[config.mk]
export PLATFORM = sky130hd
export DESIGN_NAME = mtd_drive_top
export DESIGN_NICKNAME = d
export VERILOG_FILES = /design/src/inc/mtd_pkg.sv /design/src/hdl/mtd_drive_top.sv /design/src/hdl/mtd_pwm_leg.sv /design/src/hdl/mtd_quad_count.sv
export SDC_FILE = /design/constraint.sdc
export NUM_CORES = 1
export LEC_CHECK = 0
export ABC_AREA = 1
export BUFFER_PORTS_ARGS = -buffer_cell sky130_fd_sc_hd__clkbuf_2
export CAP_MARGIN = 15
export CORE_MARGIN = 3
export CORE_UTILIZATION = 50
export CTS_BUF_LIST = sky130_fd_sc_hd__clkbuf_4
export DETAILED_ROUTE_END_ITERATION = 12
export PLACE_DENSITY_LB_ADDON = 0.1
export SYNTH_ARGS = -nofsm -noshare
export SYNTH_HDL_FRONTEND = slang
export SYNTH_SLANG_ARGS = --single-unit
[constraint.sdc]
create_clock -name CORE_CLK -period 1.95 [get_ports CORE_CLK]
set_input_delay 0.39 -clock CORE_CLK [delete_from_list [all_inputs] [get_ports CORE_CLK]]
set_output_delay 0.39 -clock CORE_CLK [all_outputs]
set_load 0.03 [all_outputs]
[src/inc/mtd_pkg.sv]
// constants, register map and types for the motor two drive control block
//
// Overview of operation
// - complementary phase outputs with dead time inserted
// - upper outputs active low, lower active high
// - encoder count direction from A/B phase
// - over-current falling edge floats all six outputs
// - output short between phase pins floats outputs
// - shared interval tick every 500 us
// - hardware-triggered single scan of four inputs
// - U and W currents held at one instant
// - free-running speed measurement timer, never reloaded
// - run lamp lit while motor rotates
// - fault lamp lit while error present
// - position lamp lit when positioning complete
// - fault clear switch returns to normal operation
// - system reset clears all motor controllers
// - reference potentiometer digitized within the scan
package mtd_pkg;
    localparam int CLK_HZ       = 40_000_000;
    localparam int TICK_US      = 500;
    localparam int TICK_CYC     = CLK_HZ / 1_000_000 * TICK_US;
    localparam int PWM_W        = 16;
    localparam int DT_W         = 8;
    localparam int ENC_W        = 16;
    localparam int SPD_W        = 16;
    localparam int ADC_W        = 12;
    localparam int EV_N         = 3;
    // register byte offsets
    localparam logic [7:0] A_CTRL    = 8'h00;
    localparam logic [7:0] A_PERIOD  = 8'h04;
    localparam logic [7:0] A_DEAD    = 8'h08;
    localparam logic [7:0] A_DUTY_U  = 8'h0C;
    localparam logic [7:0] A_DUTY_V  = 8'h10;
    localparam logic [7:0] A_DUTY_W  = 8'h14;
    localparam logic [7:0] A_ENC     = 8'h18;
    localparam logic [7:0] A_SPEED   = 8'h1C;
    localparam logic [7:0] A_ADC_IUW = 8'h20;
    localparam logic [7:0] A_ADC_VR  = 8'h24;
    localparam logic [7:0] A_STATUS  = 8'h28;
    localparam logic [7:0] A_IRQ_STS = 8'h2C;
    localparam logic [7:0] A_IRQ_CLR = 8'h30;
    localparam logic [7:0] A_IRQ_EN  = 8'h34;
    // reset values
    localparam logic [PWM_W-1:0] PERIOD_RST = 16'h03E8;
    localparam logic [DT_W-1:0]  DEAD_RST   = 8'h50;
    localparam logic [PWM_W-1:0] DUTY_RST   = 16'h01F4;
    // field positions
    localparam int CTRL_EN   = 0;
    localparam int CTRL_POS  = 1;
    localparam int ST_FAULT  = 0;
    localparam int ST_RUN    = 1;
    localparam int ST_RUNSW  = 2;
    localparam int ST_CLRSW  = 3;
    localparam int ST_HOLD   = 4;
    localparam int EV_TICK   = 0;
    localparam int EV_ADC    = 1;
    localparam int EV_FAULT  = 2;
    // synchroniser lanes
    localparam int SY_OC  = 0;
    localparam int SY_A   = 1;
    localparam int SY_B   = 2;
    localparam int SY_RUN = 3;
    localparam int SY_CLR = 4;
    localparam logic [4:0] SY_RST = 5'h01;
    // converter channels in scan order
    localparam logic [1:0] CH_CURRENT_U_SENSE  = 2'h0;
    localparam logic [1:0] CH_CURRENT_W_SENSE  = 2'h1;
    localparam logic [1:0] CH_BUS_VOLTAGE_SENSE = 2'h2;
    localparam logic [1:0] CH_REFERENCE_SENSE  = 2'h3;
    typedef enum logic {ADC_IDLE = 1'b0, ADC_CONV = 1'b1} mtd_adc_t;
endpackage : mtd_pkg

[src/hdl/mtd_drive_top.sv]
// motor two drive control: pwm, encoder, tick, scan sequencer, fault latch, apb registers
`timescale 1ns/1ps
module mtd_drive_top #(
    parameter int TICK_CYCLES = mtd_pkg::TICK_CYC
) (
    // clock and shared system reset
    input  wire logic        CORE_CLK,
    input  wire logic        RST_N,
    // apb slave
    input  wire logic        PSEL,
    input  wire logic        PENABLE,
    input  wire logic        PWRITE,
    input  wire logic [7:0]  PADDR,
    input  wire logic [31:0] PWDATA,
    output logic      [31:0] PRDATA,
    output logic             PREADY,
    output logic             PSLVERR,
    output logic             IRQ,
    // pins from the inverter, encoder and panel
    input  wire logic        OVERCURRENT_STOP_N,
    input  wire logic        ENCODER_PHASE_A_IN,
    input  wire logic        ENCODER_PHASE_B_IN,
    input  wire logic        RUN_STOP_SWITCH,
    input  wire logic        FAULT_CLEAR_SWITCH,
    // inverter gate drive, each with its output enable
    output logic             PWM_U_UPPER,
    output logic             PWM_V_UPPER,
    output logic             PWM_W_UPPER,
    output logic             PWM_U_LOWER,
    output logic             PWM_V_LOWER,
    output logic             PWM_W_LOWER,
    output logic             PWM_U_UPPER_OE,
    output logic             PWM_V_UPPER_OE,
    output logic             PWM_W_UPPER_OE,
    output logic             PWM_U_LOWER_OE,
    output logic             PWM_V_LOWER_OE,
    output logic             PWM_W_LOWER_OE,
    // lamps
    output logic             RUN_LAMP,
    output logic             FAULT_LAMP,
    output logic             POSITION_DONE_LAMP,
    // shared interval tick
    output logic             TICK_500US,
    // converter port
    output logic             ADC_START,
    output logic [1:0]       ADC_CHAN,
    output logic             ADC_HOLD,
    input  wire logic        ADC_DONE,
    input  wire logic [11:0] ADC_DATA
);
    localparam int TW  = $clog2(TICK_CYCLES + 1);
    localparam int PW  = mtd_pkg::PWM_W;
    localparam int AW  = mtd_pkg::ADC_W;

    // synchronisers and edges
    logic [4:0] sy1_q;
    logic [4:0] sy2_q;
    logic [4:0] sy3_q;
    logic       oc_fall;
    logic       clr_rise;

    // always_ff for every concern
    always_ff @(posedge CORE_CLK) begin
        if (!RST_N) begin
            sy1_q <= mtd_pkg::SY_RST;
            sy2_q <= mtd_pkg::SY_RST;
            sy3_q <= mtd_pkg::SY_RST;
        end else begin
            sy1_q <= {FAULT_CLEAR_SWITCH, RUN_STOP_SWITCH, ENCODER_PHASE_B_IN,
                      ENCODER_PHASE_A_IN, OVERCURRENT_STOP_N};
            sy2_q <= sy1_q;
            sy3_q <= sy2_q;
        end
    end
    assign oc_fall  = sy3_q[mtd_pkg::SY_OC] & ~sy2_q[mtd_pkg::SY_OC];
    assign clr_rise = sy2_q[mtd_pkg::SY_CLR] & ~sy3_q[mtd_pkg::SY_CLR];

    // registers
    logic [1:0]             ctrl_q;
    logic [PW-1:0]          period_q;
    logic [mtd_pkg::DT_W-1:0] dead_q;
    logic [PW-1:0]          duty_q [3];
    logic [mtd_pkg::EV_N-1:0] sts_q;
    logic [mtd_pkg::EV_N-1:0] en_q;
    logic                   pready_q;
    logic                   acc;
    logic                   wr_fire;
    logic                   hit;
    logic [31:0]            rd_mux;

    assign acc     = PSEL & PENABLE;
    assign wr_fire = acc & pready_q & PWRITE;

    // one wait state gives registered read data and error
    always_ff @(posedge CORE_CLK) begin
        if (!RST_N) begin
            pready_q <= 1'b0;
            PRDATA   <= 32'h0000_0000;
            PSLVERR  <= 1'b0;
        end else begin
            pready_q <= acc & ~pready_q;
            if (acc & ~pready_q) begin
                PRDATA  <= PWRITE ? 32'h0000_0000 : rd_mux;
                PSLVERR <= ~hit;
            end else begin
                PSLVERR <= 1'b0;
            end
        end
    end
    assign PREADY = pready_q;

    always_ff @(posedge CORE_CLK) begin
        if (!RST_N) begin
            ctrl_q   <= 2'h0;
            period_q <= mtd_pkg::PERIOD_RST;
            dead_q   <= mtd_pkg::DEAD_RST;
            duty_q   <= '{default: mtd_pkg::DUTY_RST};
            en_q     <= '0;
        end else if (wr_fire) begin
            case (PADDR)
                mtd_pkg::A_CTRL:   ctrl_q    <= PWDATA[1:0];
                mtd_pkg::A_PERIOD: period_q  <= PWDATA[PW-1:0];
                mtd_pkg::A_DEAD:   dead_q    <= PWDATA[mtd_pkg::DT_W-1:0];
                mtd_pkg::A_DUTY_U: duty_q[0] <= PWDATA[PW-1:0];
                mtd_pkg::A_DUTY_V: duty_q[1] <= PWDATA[PW-1:0];
                mtd_pkg::A_DUTY_W: duty_q[2] <= PWDATA[PW-1:0];
                mtd_pkg::A_IRQ_EN: en_q      <= PWDATA[mtd_pkg::EV_N-1:0];
                default: ;
            endcase
        end
    end

    // carrier, legs, pins
    logic [PW-1:0] cnt_q;
    logic          down_q;
    logic          trig;
    logic [2:0]    up_on;
    logic [2:0]    lo_on;
    logic [2:0]    up_q;
    logic [2:0]    lo_q;
    logic          oe_q;
    logic          run_q;
    logic          fault_q;
    logic          short_det;
    logic          fault_set;

    // triangle carrier, the valley is the converter trigger
    always_ff @(posedge CORE_CLK) begin
        if (!RST_N) begin
            cnt_q  <= '0;
            down_q <= 1'b0;
        end else if (!down_q) begin
            if (cnt_q >= period_q) begin
                down_q <= 1'b1;
                if (cnt_q != '0) cnt_q <= cnt_q - 1'b1;
            end else begin
                cnt_q <= cnt_q + 1'b1;
            end
        end else if (cnt_q == '0) begin
            down_q <= 1'b0;
            cnt_q  <= cnt_q + 1'b1;
        end else begin
            cnt_q <= cnt_q - 1'b1;
        end
    end
    assign trig = (cnt_q == '0);

    for (genvar i = 0; i < 3; i++) begin : g_leg
        mtd_pwm_leg #(.DT_W(mtd_pkg::DT_W)) u_leg (
            .clk     (CORE_CLK),
            .rst_n   (RST_N),
            .ref_hi  (cnt_q < duty_q[i]),
            .dead    (dead_q),
            .up_on_q (up_on[i]),
            .lo_on_q (lo_on[i])
        );
    end

    // run needs software enable, the toggle switch and no latched fault
    always_ff @(posedge CORE_CLK) begin
        if (!RST_N) begin
            run_q <= 1'b0;
        end else begin
            run_q <= ctrl_q[mtd_pkg::CTRL_EN] & sy2_q[mtd_pkg::SY_RUN] & ~fault_q;
        end
    end

    // pins stopped without a latched fault rest in the off level rather than floating
    always_ff @(posedge CORE_CLK) begin
        if (!RST_N) begin
            up_q <= 3'h7;
            lo_q <= 3'h0;
            oe_q <= 1'b0;
        end else begin
            up_q <= run_q ? ~up_on : 3'h7;
            lo_q <= run_q ? lo_on : 3'h0;
            oe_q <= ~fault_q;
        end
    end
    assign {PWM_W_UPPER, PWM_V_UPPER, PWM_U_UPPER} = up_q;
    assign {PWM_W_LOWER, PWM_V_LOWER, PWM_U_LOWER} = lo_q;
    assign {PWM_U_UPPER_OE, PWM_V_UPPER_OE, PWM_W_UPPER_OE} = {3{oe_q}};
    assign {PWM_U_LOWER_OE, PWM_V_LOWER_OE, PWM_W_LOWER_OE} = {3{oe_q}};

    // both switches of one leg on at once means the outputs are shorted
    assign short_det = oe_q & (|(~up_q & lo_q));
    assign fault_set = oc_fall | short_det;

    // a new fault wins over a clear in the same cycle
    always_ff @(posedge CORE_CLK) begin
        if (!RST_N) begin
            fault_q <= 1'b0;
        end else if (fault_set) begin
            fault_q <= 1'b1;
        end else if (clr_rise) begin
            fault_q <= 1'b0;
        end
    end

    // lamps
    always_ff @(posedge CORE_CLK) begin
        if (!RST_N) begin
            RUN_LAMP           <= 1'b0;
            FAULT_LAMP         <= 1'b0;
            POSITION_DONE_LAMP <= 1'b0;
        end else begin
            RUN_LAMP           <= run_q;
            FAULT_LAMP         <= fault_q;
            POSITION_DONE_LAMP <= ctrl_q[mtd_pkg::CTRL_POS];
        end
    end

    // interval tick, also driven out for the other motor controllers
    logic [TW-1:0] tick_cnt_q;
    always_ff @(posedge CORE_CLK) begin
        if (!RST_N) begin
            tick_cnt_q <= '0;
            TICK_500US <= 1'b0;
        end else if (tick_cnt_q == TW'(TICK_CYCLES - 1)) begin
            tick_cnt_q <= '0;
            TICK_500US <= 1'b1;
        end else begin
            tick_cnt_q <= tick_cnt_q + 1'b1;
            TICK_500US <= 1'b0;
        end
    end

    // speed time base wraps freely, software takes differences
    logic [mtd_pkg::SPD_W-1:0] spd_q;
    always_ff @(posedge CORE_CLK) begin
        if (!RST_N) spd_q <= '0;
        else spd_q <= spd_q + 1'b1;
    end

    logic [mtd_pkg::ENC_W-1:0] enc_cnt;
    mtd_quad_count #(.W(mtd_pkg::ENC_W)) u_enc (
        .clk      (CORE_CLK),
        .rst_n    (RST_N),
        .ph_a     (sy2_q[mtd_pkg::SY_A]),
        .ph_b     (sy2_q[mtd_pkg::SY_B]),
        .load     (wr_fire && PADDR == mtd_pkg::A_ENC),
        .load_val (PWDATA[mtd_pkg::ENC_W-1:0]),
        .cnt_q    (enc_cnt)
    );

    // scan sequencer: U and W under common hold, then bus voltage, then reference
    mtd_pkg::mtd_adc_t adc_st_q;
    logic [AW-1:0]     res_q [4];
    logic              scan_done_q;
    always_ff @(posedge CORE_CLK) begin
        if (!RST_N) begin
            adc_st_q    <= mtd_pkg::ADC_IDLE;
            ADC_CHAN    <= mtd_pkg::CH_CURRENT_U_SENSE;
            ADC_START   <= 1'b0;
            ADC_HOLD    <= 1'b0;
            scan_done_q <= 1'b0;
            res_q       <= '{default: '0};
        end else begin
            ADC_START   <= 1'b0;
            scan_done_q <= 1'b0;
            case (adc_st_q)
                mtd_pkg::ADC_IDLE: begin
                    if (trig) begin
                        adc_st_q  <= mtd_pkg::ADC_CONV;
                        ADC_HOLD  <= 1'b1;
                        ADC_CHAN  <= mtd_pkg::CH_CURRENT_U_SENSE;
                        ADC_START <= 1'b1;
                    end
                end
                mtd_pkg::ADC_CONV: begin
                    if (ADC_DONE && !ADC_START) begin
                        res_q[ADC_CHAN] <= ADC_DATA;
                        if (ADC_CHAN == mtd_pkg::CH_CURRENT_W_SENSE) ADC_HOLD <= 1'b0;
                        if (ADC_CHAN == mtd_pkg::CH_REFERENCE_SENSE) begin
                            adc_st_q    <= mtd_pkg::ADC_IDLE;
                            scan_done_q <= 1'b1;
                        end else begin
                            ADC_CHAN  <= ADC_CHAN + 1'b1;
                            ADC_START <= 1'b1;
                        end
                    end
                end
                default: adc_st_q <= mtd_pkg::ADC_IDLE;
            endcase
        end
    end

    // sticky events, set beats clear
    logic [mtd_pkg::EV_N-1:0] ev;
    logic [mtd_pkg::EV_N-1:0] clr_mask;
    assign ev = {fault_set, scan_done_q, TICK_500US};
    assign clr_mask = (wr_fire && PADDR == mtd_pkg::A_IRQ_CLR) ? PWDATA[mtd_pkg::EV_N-1:0] : '0;
    always_ff @(posedge CORE_CLK) begin
        if (!RST_N) begin
            sts_q <= '0;
            IRQ   <= 1'b0;
        end else begin
            sts_q <= (sts_q & ~clr_mask) | ev;
            IRQ   <= |(sts_q & en_q);
        end
    end

    // read mux
    always_comb begin
        rd_mux = 32'h0000_0000;
        hit    = 1'b1;
        case (PADDR)
            mtd_pkg::A_CTRL:    rd_mux[1:0]    = ctrl_q;
            mtd_pkg::A_PERIOD:  rd_mux[PW-1:0] = period_q;
            mtd_pkg::A_DEAD:    rd_mux[mtd_pkg::DT_W-1:0] = dead_q;
            mtd_pkg::A_DUTY_U:  rd_mux[PW-1:0] = duty_q[0];
            mtd_pkg::A_DUTY_V:  rd_mux[PW-1:0] = duty_q[1];
            mtd_pkg::A_DUTY_W:  rd_mux[PW-1:0] = duty_q[2];
            mtd_pkg::A_ENC:     rd_mux[mtd_pkg::ENC_W-1:0] = enc_cnt;
            mtd_pkg::A_SPEED:   rd_mux[mtd_pkg::SPD_W-1:0] = spd_q;
            mtd_pkg::A_ADC_IUW: rd_mux = {4'h0, res_q[1], 4'h0, res_q[0]};
            mtd_pkg::A_ADC_VR:  rd_mux = {4'h0, res_q[3], 4'h0, res_q[2]};
            mtd_pkg::A_STATUS: begin
                rd_mux[mtd_pkg::ST_FAULT] = fault_q;
                rd_mux[mtd_pkg::ST_RUN]   = run_q;
                rd_mux[mtd_pkg::ST_RUNSW] = sy2_q[mtd_pkg::SY_RUN];
                rd_mux[mtd_pkg::ST_CLRSW] = sy2_q[mtd_pkg::SY_CLR];
                rd_mux[mtd_pkg::ST_HOLD]  = ADC_HOLD;
            end
            mtd_pkg::A_IRQ_STS: rd_mux[mtd_pkg::EV_N-1:0] = sts_q;
            mtd_pkg::A_IRQ_CLR: rd_mux = 32'h0000_0000;
            mtd_pkg::A_IRQ_EN:  rd_mux[mtd_pkg::EV_N-1:0] = en_q;
            default:            hit = 1'b0;
        endcase
    end
endmodule : mtd_drive_top

[src/hdl/mtd_pwm_leg.sv]
// one inverter leg: complementary drive pair with dead time
`timescale 1ns/1ps
module mtd_pwm_leg #(
    parameter int DT_W = 8
) (
    // clock and reset
    input  wire logic            clk,
    input  wire logic            rst_n,
    // control
    input  wire logic            ref_hi,
    input  wire logic [DT_W-1:0] dead,
    // switch requests, active high
    output logic                 up_on_q,
    output logic                 lo_on_q
);
    logic            cur_q;
    logic [DT_W-1:0] dcnt_q;

    // on every change of the reference both switches go off for the dead time first
    always_ff @(posedge clk) begin
        if (!rst_n) begin
            cur_q   <= 1'b0;
            dcnt_q  <= '0;
            up_on_q <= 1'b0;
            lo_on_q <= 1'b0;
        end else if (ref_hi != cur_q) begin
            cur_q   <= ref_hi;
            up_on_q <= 1'b0;
            lo_on_q <= 1'b0;
            dcnt_q  <= dead;
        end else if (dcnt_q != '0) begin
            dcnt_q <= dcnt_q - 1'b1;
        end else begin
            up_on_q <= cur_q;
            lo_on_q <= ~cur_q;
        end
    end
endmodule : mtd_pwm_leg

[src/hdl/mtd_quad_count.sv]
// quadrature encoder up/down counter with software load
`timescale 1ns/1ps
module mtd_quad_count #(
    parameter int W = 16
) (
    // clock and reset
    input  wire logic         clk,
    input  wire logic         rst_n,
    // synchronised encoder phases
    input  wire logic         ph_a,
    input  wire logic         ph_b,
    // load port
    input  wire logic         load,
    input  wire logic [W-1:0] load_val,
    // count
    output logic [W-1:0]      cnt_q
);
    logic a_q;
    logic b_q;
    logic step;
    logic up;

    // a change on both phases at once is a lost step and is dropped
    assign step = (ph_a ^ a_q) ^ (ph_b ^ b_q);
    assign up   = ph_a ^ b_q;

    always_ff @(posedge clk) begin
        if (!rst_n) begin
            a_q   <= 1'b0;
            b_q   <= 1'b0;
            cnt_q <= '0;
        end else begin
            a_q <= ph_a;
            b_q <= ph_b;
            if (load) begin
                cnt_q <= load_val;
            end else if (step) begin
                cnt_q <= up ? cnt_q + 1'b1 : cnt_q - 1'b1;
            end
        end
    end
endmodule : mtd_quad_count

=== After elaboration in Yosys (flattened, before gate mapping) ===
Cells that the tools add are included.

* Register bits after elaboration: 296
* Latch bits: 0
* RAM bits: 0
* Memory bits (read-only): 0
* Input bits: 63
* Output and inout bits: 55
* Word-level logic and storage cells: 206
* Memories: 0

* $add $sub $neg: 10
* $mul: 0
* Div/mod/pow operators: 0
* Magnitude comparators: 6
* Equal/unequal tests: 24
* Shifts and indexed selects: 0
* Multiplexer cells: 46
* Bitwise gates (word level): 32
* Reductions and logical operators: 36

{| class="wikitable"
|+ Operators by type and width
! cell !! number
|-
| two-way mux 16 bit || 7
|-
| case mux 8 bit (8 select lines) || 1
|-
| adder 16 x 1 -> 16 bit (second input constant) || 3
|-
| bitwise mux 48 bit || 1
|-
| == test 8 x 6 -> 1 bit (second input constant) || 6
|-
| < comparator 16 bit || 3
|-
| two-way mux 8 bit || 6
|-
| == test 8 x 5 -> 1 bit (second input constant) || 4
|-
| two-way mux 32 bit || 1
|-
| subtractor 16 x 1 -> 16 bit (second input constant) || 2
|-
| case mux 3 bit (9 select lines) || 1
|-
| case mux 2 bit (13 select lines) || 1
|-
| demux 12 bit (select 2 bit) || 1
|-
| case mux 12 bit (2 select lines) || 1
|-
| nonzero test 8 bit || 3
|-
| subtractor 8 x 1 -> 8 bit (second input constant) || 3
|-
| case mux 2 bit (10 select lines) || 1
|-
| AND reduction 2 bit || 10
|-
| == test 8 x 4 -> 1 bit (second input constant) || 2
|-
| >= comparator 16 bit || 1
|-
| zero test 16 bit || 1
|-
| nonzero test 16 bit || 1
|-
| adder 15 x 1 -> 15 bit (second input constant) || 1
|-
| == test 15 bit (second input constant) || 1
|-
| other kinds (33) || 92
|}

=== Depth between registers and ports, before layout ===
Gate-level depths: netlist of run 1.

* Depth in word-level cells: 8
* Gate-level depth with buffers: 15
* Depth with buffers taken out: 15

=== Hierarchy ===
From an unflattened synthesis of run 1, not the netlist that was laid out.

* Cell total of the unflattened synthesis: 2,275
* Area, all modules: 15,770.1 µm²

{| class="wikitable"
|+ Modules (own cells, without submodules)
! module !! instances !! cells an instance !! area each (µm²) !! seq. area each (µm²)
|-
| mtd_drive_top || 1 || 1,659 || 11,971.5 || 4,764.6
|-
| mtd_quad_count || 1 || 306 || 1,795.5 || 360.3
|-
| mtd_pwm_leg at g_leg[0].u_leg ... || 2 || 104 || 668.1 || 220.2
|-
| mtd_pwm_leg at g_leg[2].u_leg || 1 || 102 || 666.9 || 220.2
|}

=== Worst setup path after synthesis of run 1 ===
No wires, ideal clock.

* Path kind: register to register
* From: reg cnt_q[9]
* To: reg cnt_q[15]
* Setup time: 0.128 ns
* Arrival time: 1.806 ns
* Data required time: 1.822 ns
* Setup slack: 0.017 ns
* Cell stages (with the launch flop): 11
* Buffers on the path: 1
* Period minus slack after synthesis: 1.933 ns
* Path through: dfxtp_1 -> ha_1 -> a21oi_1 -> o21ai_0 -> a21oi_2 -> nand3_2 -> nand2_2 -> nand2_2 -> buf_6 -> o21ai_1 -> nor2_1

* Word-level cells in the longest chain between the ends: 4

{| class="wikitable"
|+ Ends and longest elaborated chain
! element !! RTL line !! source
|-
| from (decl) || mtd_drive_top.sv:134 || <nowiki>logic [PW-1:0] cnt_q;</nowiki>
|-
| from (signal assigned) || mtd_drive_top.sv:155 || <nowiki>if (cnt_q != '0) cnt_q <= cnt_q - 1'b1;</nowiki>
|-
| from (signal assigned) || mtd_drive_top.sv:157 || <nowiki>cnt_q <= cnt_q + 1'b1;</nowiki>
|-
| from (signal assigned) || mtd_drive_top.sv:161 || <nowiki>cnt_q <= cnt_q + 1'b1;</nowiki>
|-
| subtractor 16 x 1 -> 16 bit || mtd_drive_top.sv:155, mtd_drive_top.sv:163 ||
|-
| two-way mux 16 bit || mtd_drive_top.sv:155 ||
|-
| two-way mux 16 bit || mtd_drive_top.sv:153 || <nowiki>if (cnt_q >= period_q) begin</nowiki>
|-
| two-way mux 16 bit || mtd_drive_top.sv:152 || <nowiki>end else if (!down_q) begin</nowiki>
|}

Several ways; a longest one is shown, not always the timed one. The select of a mux whose other input is x is not followed.
A chain may end at the register's enable or synchronous reset.

=== Worst setup path in the final report of run 1 ===
* From: reg period_q[13]
* To: reg cnt_q[14]

* Word-level cells in the longest chain between the ends: 3

{| class="wikitable"
|+ Ends and longest elaborated chain
! element !! RTL line !! source
|-
| from (decl) || mtd_drive_top.sv:80 || <nowiki>logic [PW-1:0] period_q;</nowiki>
|-
| from (signal assigned) || mtd_drive_top.sv:115 || <nowiki>period_q <= mtd_pkg::PERIOD_RST;</nowiki>
|-
| from (signal assigned) || mtd_drive_top.sv:122 || <nowiki>mtd_pkg::A_PERIOD: period_q <= PWDATA[PW-1:0];</nowiki>
|-
| >= comparator 16 bit * || mtd_drive_top.sv:153 ||
|-
| two-way mux 16 bit || mtd_drive_top.sv:153 ||
|-
| two-way mux 16 bit || mtd_drive_top.sv:152 ||
|}

Every way passes the cells marked *; elsewhere a longest branch is shown, timed or not.

==> results_dict.tcl, run 1 <==
set metrics [dict create \
    insertion_delay_ns 0.72 \
    synth_top_flop_cell "dfxtp_1" \
    placedCellCount 2739 \
    drt_iter0_drc 1245 \
    maxCapViolations 0 \
    routed_wl_um 48800 \
    final_net_count 2611 \
    synth_mux_area_share_pct 0 \
    synth.most_common_cell "nand2_1" \
    clk_pin_slew_ns 0.06 \
    ant_nets 0 \
    cts_buffers 78 \
    timing.hold.ws_ns 0.0450 \
    placed_area_um2 17300 \
    yosysSeqAreaShare_pct 38.2 \
    ir_worst_vdd_uv 828 \
    fmax_mhz 503 \
    grt_remaining_overflow 0 \
    power.density_nw_per_um2 1150 \
    skew_ns 0.0662 \
    cp.required_ns 2.58 \
    cp-start-kind "flip-flop" \
    cts-htree-levels 3 \
    instances_no_fill 2916 \
    synth_common_cells "425 x nand2_1, 309 x inv_1, 289 x dfxtp_1" \
    rows 63 \
    endpoint_kind "flip-flop" \
    syn_area_um2 15200 \
    synth_area_leaders "dfxtp_1 38%, nand2_1 11%, inv_1 7.7%" \
    areaGrowthSynthToFinish_pct 30.2 \
    drive_above_1_share_pct 26.5 \
    worst_ep_arrival_time_ns 2.62 \
    grt_max_degree 89 \
    fin_crit_ns 1.99 \
    drv_slew 0 \
    die_h_um 180 \
    maxSlewHeadroom_pct 57.5 \
    p_leak_uw 0.00879 \
    min_path_type "input pin to flip-flop" \
    yosys_warnings 0 \
    synthAdderAreaFrac_pct 6.11 \
    yosys.area.top_type_share_pct 38.2 \
    ios 118 \
    cts_buffer_depth 3 \
    die_area_um2 32400 \
    total_power_uw 22700 \
    drcViolationCount 0 \
    grt_pass1_wl_um 76500 \
    synth_top_family_by_area "simple AND/OR/NAND/NOR gates" \
    synth-compound-area-share_pct 18.6 \
    synth_simple_gate_area_share_pct 23.6 \
    ys_types 52 \
    rsz0062_at_grt "yes" \
    worst_pin_slew_ns 0.636 \
    yosys.area.top_type "dfxtp_1" \
    numPortBuffers 97 \
    cts_sinks 289 \
    dp_hpwl_um 34900 \
    stdcell_area_um2 19700 \
    hold_viol 0 \
    drtPass1Iterations 6 \
    via_per_inst 5.39 \
    cts_tree "built" \
    syn-instance-count 2146 \
    start_util_pct 51.0 \
    worst_slack_ns -0.0379 \
    wire_per_inst_um 16.7 \
    setup_viol 15 \
    synthXorXnorAreaFrac_pct 2.95 \
    antenna_found_initial 1 \
    core_area_um2 29700 \
    die_x_um 180 \
    grt_usage_pct 28.7 \
    grt_pass1_vias 15000 \
    synthArstFlopShare_pct 0 \
    gp_congestion 0.928 \
    via_count 15700 \
    outcome "finished with violations" \
    ys_ff_latch 289 \
    crit_type "flip-flop to flip-flop" \
    fin_crit_sh_pct 102 \
    synth_edf_count 0 \
    postSynthAreaPerCell_um2 7.06 \
    critPathMaxFanout 8 \
    final.fill_count 2598 \
    clock-root-buffer "clkbuf_4" \
    violations "negative setup slack" \
]
[state kept, by name, summed over array words and instances, names as in the netlist, 8 cells and up]
signal,count
duty_q,48
res_q,48
PRDATA,28
g_leg.u_leg.dcnt_q,24
cnt_q,16
period_q,16
spd_q,16
u_enc.cnt_q,16
tick_cnt_q,15
dead_q,8
[through the flow]
step           worst slack, ns  setup TNS [ns]  utilization [%]
6_report               -0.0379          -0.192             66.4
3_5_place_dp            -0.370          -10.81             58.1
2_1_floorplan           0.0166               0                -
5_1_grt                 -0.130           -2.89             66.4
4_1_cts                -0.0255          -0.105             63.6
3_3_place_gp            -0.337           -8.27             58.1
[power breakdown]
part           total [µW]  switching [µW]  internal [µW]
Clock                5290            2560           2730
Sequential           7080             597           6480
Combinational       10400            6030           4320
Total               22700            9200          13500
[path summary, 6_finish.rpt]
path,startpoint,cells after the start,slack [ns],endpoint
worst max-delay path,period_q[13],11,-0.04,cnt_q[14]
worst min-delay path,PWDATA[8],3,0.04,duty_q[40]
worst max register to register,period_q[13],11,-0.04,cnt_q[14]
worst min register to register,g_leg[2].u_leg.up_on_q,1,0.39,up_q[2]
[cells in the final DEF, fill, tap and decap left out, types with 79 or more instances in the layout]
cell and instances:
nand3_1 79, o21ai_0 134, nand2_1 390, inv_1 297, dfxtp_1 253, buf_4 164, clkbuf_2 96, nor2_1 161
a21oi_1 196, clkbuf_4 110
[what timing repair did]
action                                  CTS  global route
endpoints found under the setup margin   48            64
hold buffers                             31             0
gates cloned                              2             1
buffers inserted                          5             8
endpoints found under the hold margin    52             0
gates resized for setup                  89           190
pin swaps                                33            78
[logic make-up after synthesis]
group / Yosys count
flip-flops: 289
XOR/XNOR: 51
AO/OA/AOI/OAI: 506
adder cells (fa/ha/maj): 74
other: 1
buffers and inverters: 400
AND/OR/NAND/NOR: 825
[cell type report]
type                       instances  area [µm²]  area share (%)
antenna                            1        2.50          0.0127
clock buffer                     110         826            4.19
clock inverter                    21         118           0.596
inverter                         322        1230            6.25
multi-input combinational       1463        8740            44.3
sequential                       289        5850            29.7
tap                              390         488            2.47
timing repair buffer             320        2470            12.5
[critical path: stages (launching register included)]
cell	delay (ns)
dfxtp_2	0.33
inv_1	0.09
ha_4	0.28
nand4_1	0.15
nor3_2	0.26
nand3_1	0.14
nand3_2	0.13
nand2_4	0.11
nand2_8	0.11
buf_6	0.10
nand3_2	0.06
a21oi_2	0.13
[routing by layer]
layer	vias up	GRT usage (%)	routed length, µm
li1	7760	-	-
met1	7304	37.3	20400
met2	524	48.3	23300
met3	121	4.48	3240
met4	0	11.1	1880
met5	-	0	0
Power figures use the tool's default switching activity.
==> inputs of run 2 (changes only) <==
--- a/config.mk
+++ b/config.mk
@@ -8,8 +8,10 @@
 export ABC_AREA = 1
 export BUFFER_PORTS_ARGS = -buffer_cell sky130_fd_sc_hd__clkbuf_2
 export CAP_MARGIN = 15
+export CELL_PAD_IN_SITES_DETAIL_PLACEMENT = 1
+export CELL_PAD_IN_SITES_GLOBAL_PLACEMENT = 1
 export CORE_MARGIN = 3
-export CORE_UTILIZATION = 50
+export CORE_UTILIZATION = 41
 export CTS_BUF_LIST = sky130_fd_sc_hd__clkbuf_4
 export DETAILED_ROUTE_END_ITERATION = 12
 export PLACE_DENSITY_LB_ADDON = 0.1
==> run 2 against run 1 <==
Hold slack better by 0.042 ns. Critical path type unchanged. Sequential cell count unchanged. Highest routed layer unchanged. Non-clock buffer count up 27. Design area up 1.7%. The run still ends with negative setup slack left. Wire length up 18%.
==> results_dict.tcl, run 2 (synthesis results as in run 1) <==
set metrics [dict create \
    ant_nets 0 \
    dp_hpwl_um 40200 \
    final_net_count 2643 \
    endpoint_kind "flip-flop" \
    clock-root-buffer "clkbuf_4" \
    maxSlewHeadroom_pct 66.4 \
    cts_buffer_depth 3 \
    numPortBuffers 97 \
    drive_above_1_share_pct 27.8 \
    violations "negative setup slack" \
    p_leak_uw 0.00894 \
    seqPwrFrac_pct 31.1 \
    drcViolationCount 0 \
    drtPass1Iterations 5 \
    fmax_mhz 487 \
    cts-htree-levels 3 \
    pre_cts_slack_ns -0.348 \
    via_per_inst 5.38 \
    grt_pass1_vias 16800 \
    antenna_found_initial 1 \
    clk_pin_slew_ns 0.07 \
    die_area_um2 39300 \
    worst_pin_slew_ns 0.504 \
    ir_worst_vdd_uv 540 \
    ios 118 \
    clkPwrFrac_pct 24.4 \
    die_h_um 198 \
    skew_ns 0.0508 \
    start_util_pct 42.1 \
    drt_iter0_drc 802 \
    routed_wl_um 57400 \
    via_count 16300 \
    worst_ep_arrival_time_ns 2.69 \
    intPower_uw 13400 \
    setup_viol 27 \
    p_switching_uw 9380 \
    critPathMaxFanout 5 \
    grt_pass1_wl_um 87400 \
    core_area_um2 36000 \
    final.setup.tns_ns -1.13 \
    power.density_nw_per_um2 1130 \
    final_cell_mix "386 x nand2_1, 285 x inv_1, 254 x dfxtp_1, 195 x buf_4, 193 x a21oi_1" \
    cp-start-kind "flip-flop" \
    die_x_um 198 \
    insertion_delay_ns 0.77 \
    rsz0062_at_grt "yes" \
    worst_slack_ns -0.103 \
    swShare_pct 41.2 \
    cts_tree "built" \
    cp.required_ns 2.59 \
    grt_max_degree 50 \
    pwr-share-comb_pct 44.5 \
    cts_sinks 289 \
    maxCapViolations 0 \
    min_path_type "input pin to flip-flop" \
    ff2ff_setup_slack_ns -0.10 \
    grt_remaining_overflow 0 \
    crit_type "flip-flop to flip-flop" \
    wire_per_inst_um 19.0 \
    layout_commonest_cell "nand2_1" \
    rows 69 \
    gp_congestion 0.927 \
    drv_slew 0 \
    total_power_uw 22800 \
    areaGrowthSynthToFinish_pct 32.4 \
    outcome "finished with violations" \
    fin_crit_ns 2.05 \
    grt_usage_pct 27.9 \
    hold_viol 0 \
    fin_crit_sh_pct 105 \
    cts_buffers 83 \
    biggestRegsByFlops "duty_q x48, res_q x48, PRDATA x28" \
]
[run 2: power groups by stage]
| stage | sequential (µW) | combinational (µW) | clock, µW |
|---|---|---|---|
| final | 7090 | 10100 | 5560 |
| after global routing | 7140 | 11200 | 6040 |
| after CTS | 7010 | 8930 | 5700 |
| after detailed placement | 7080 | 7950 | 0 |
| after global placement | 7060 | 7600 | 0 |
| after floorplan | 6990 | 5240 | 0 |
[run 2: final cells by class]
| class | count | area [µm²] |
|---|---|---|
| inverter | 322 | 1230 |
| fill | 4631 | 15900 |
| tap | 461 | 577 |
| multi-input combinational | 1463 | 8720 |
| clock inverter | 27 | 148 |
| sequential | 289 | 5850 |
| clock buffer | 112 | 841 |
| antenna | 1 | 2.50 |
| timing repair buffer | 347 | 2690 |
[run 2: through the flow]
stage | utilization [%] | cells | cell area, µm² | hold slack, ns
final | 55.7 | 3022 | 20100 | 0.0865
after CTS | 53.5 | 3005 | 19200 | 0.00616
after global placement | 48.5 | 2819 | 17500 | 0.383
after detailed placement | 48.5 | 2819 | 17500 | 0.389
after floorplan | - | 2149 | 15200 | 0.365
after global routing | 55.7 | 3022 | 20100 | 0.0385
[run 2: per-layer routing]
metal / part of all wire [%] / up-vias / track usage (%)
li1: - / 7809 / -
met4: 4.2 / 0 / 12.1
met2: 48 / 422 / 47.3
met5: 0 / - / 0
met3: 4.4 / 150 / 4.42
met1: 43 / 7880 / 35.1
[run 2: timing repair]
item | 4_1_cts | 5_1_grt
hold endpoints to repair | 96 | 0
hold buffers | 35 | 0
endpoints found under the setup margin | 52 | 78
pin swaps | 21 | 42
buffers inserted | 11 | 15
gates cloned | 1 | 3
gates resized for setup | 104 | 173
[run 2: path summary, 6_finish.rpt]
kind	startpoint	end	cells past startpoint
worst min-delay path	ADC_DONE	ADC_CHAN[1]	7
worst max-delay path	cnt_q[15]	g_leg[1].u_leg.lo_on_q	11
worst max register to register	cnt_q[15]	g_leg[1].u_leg.lo_on_q	11
worst min register to register	g_leg[1].u_leg.up_on_q	up_q[1]	1
[run 2: worst max-delay path, cell delays in order, from the launching register on]
cell,delay (ns)
dfxtp_4,0.39
ha_1,0.33
a21oi_1,0.17
o21ai_0,0.13
nor2_1,0.14
buf_4,0.20
nand2_4,0.08
nand2_4,0.11
nand2_4,0.08
buf_4,0.14
nand2_1,0.09
nor3_2,0.05
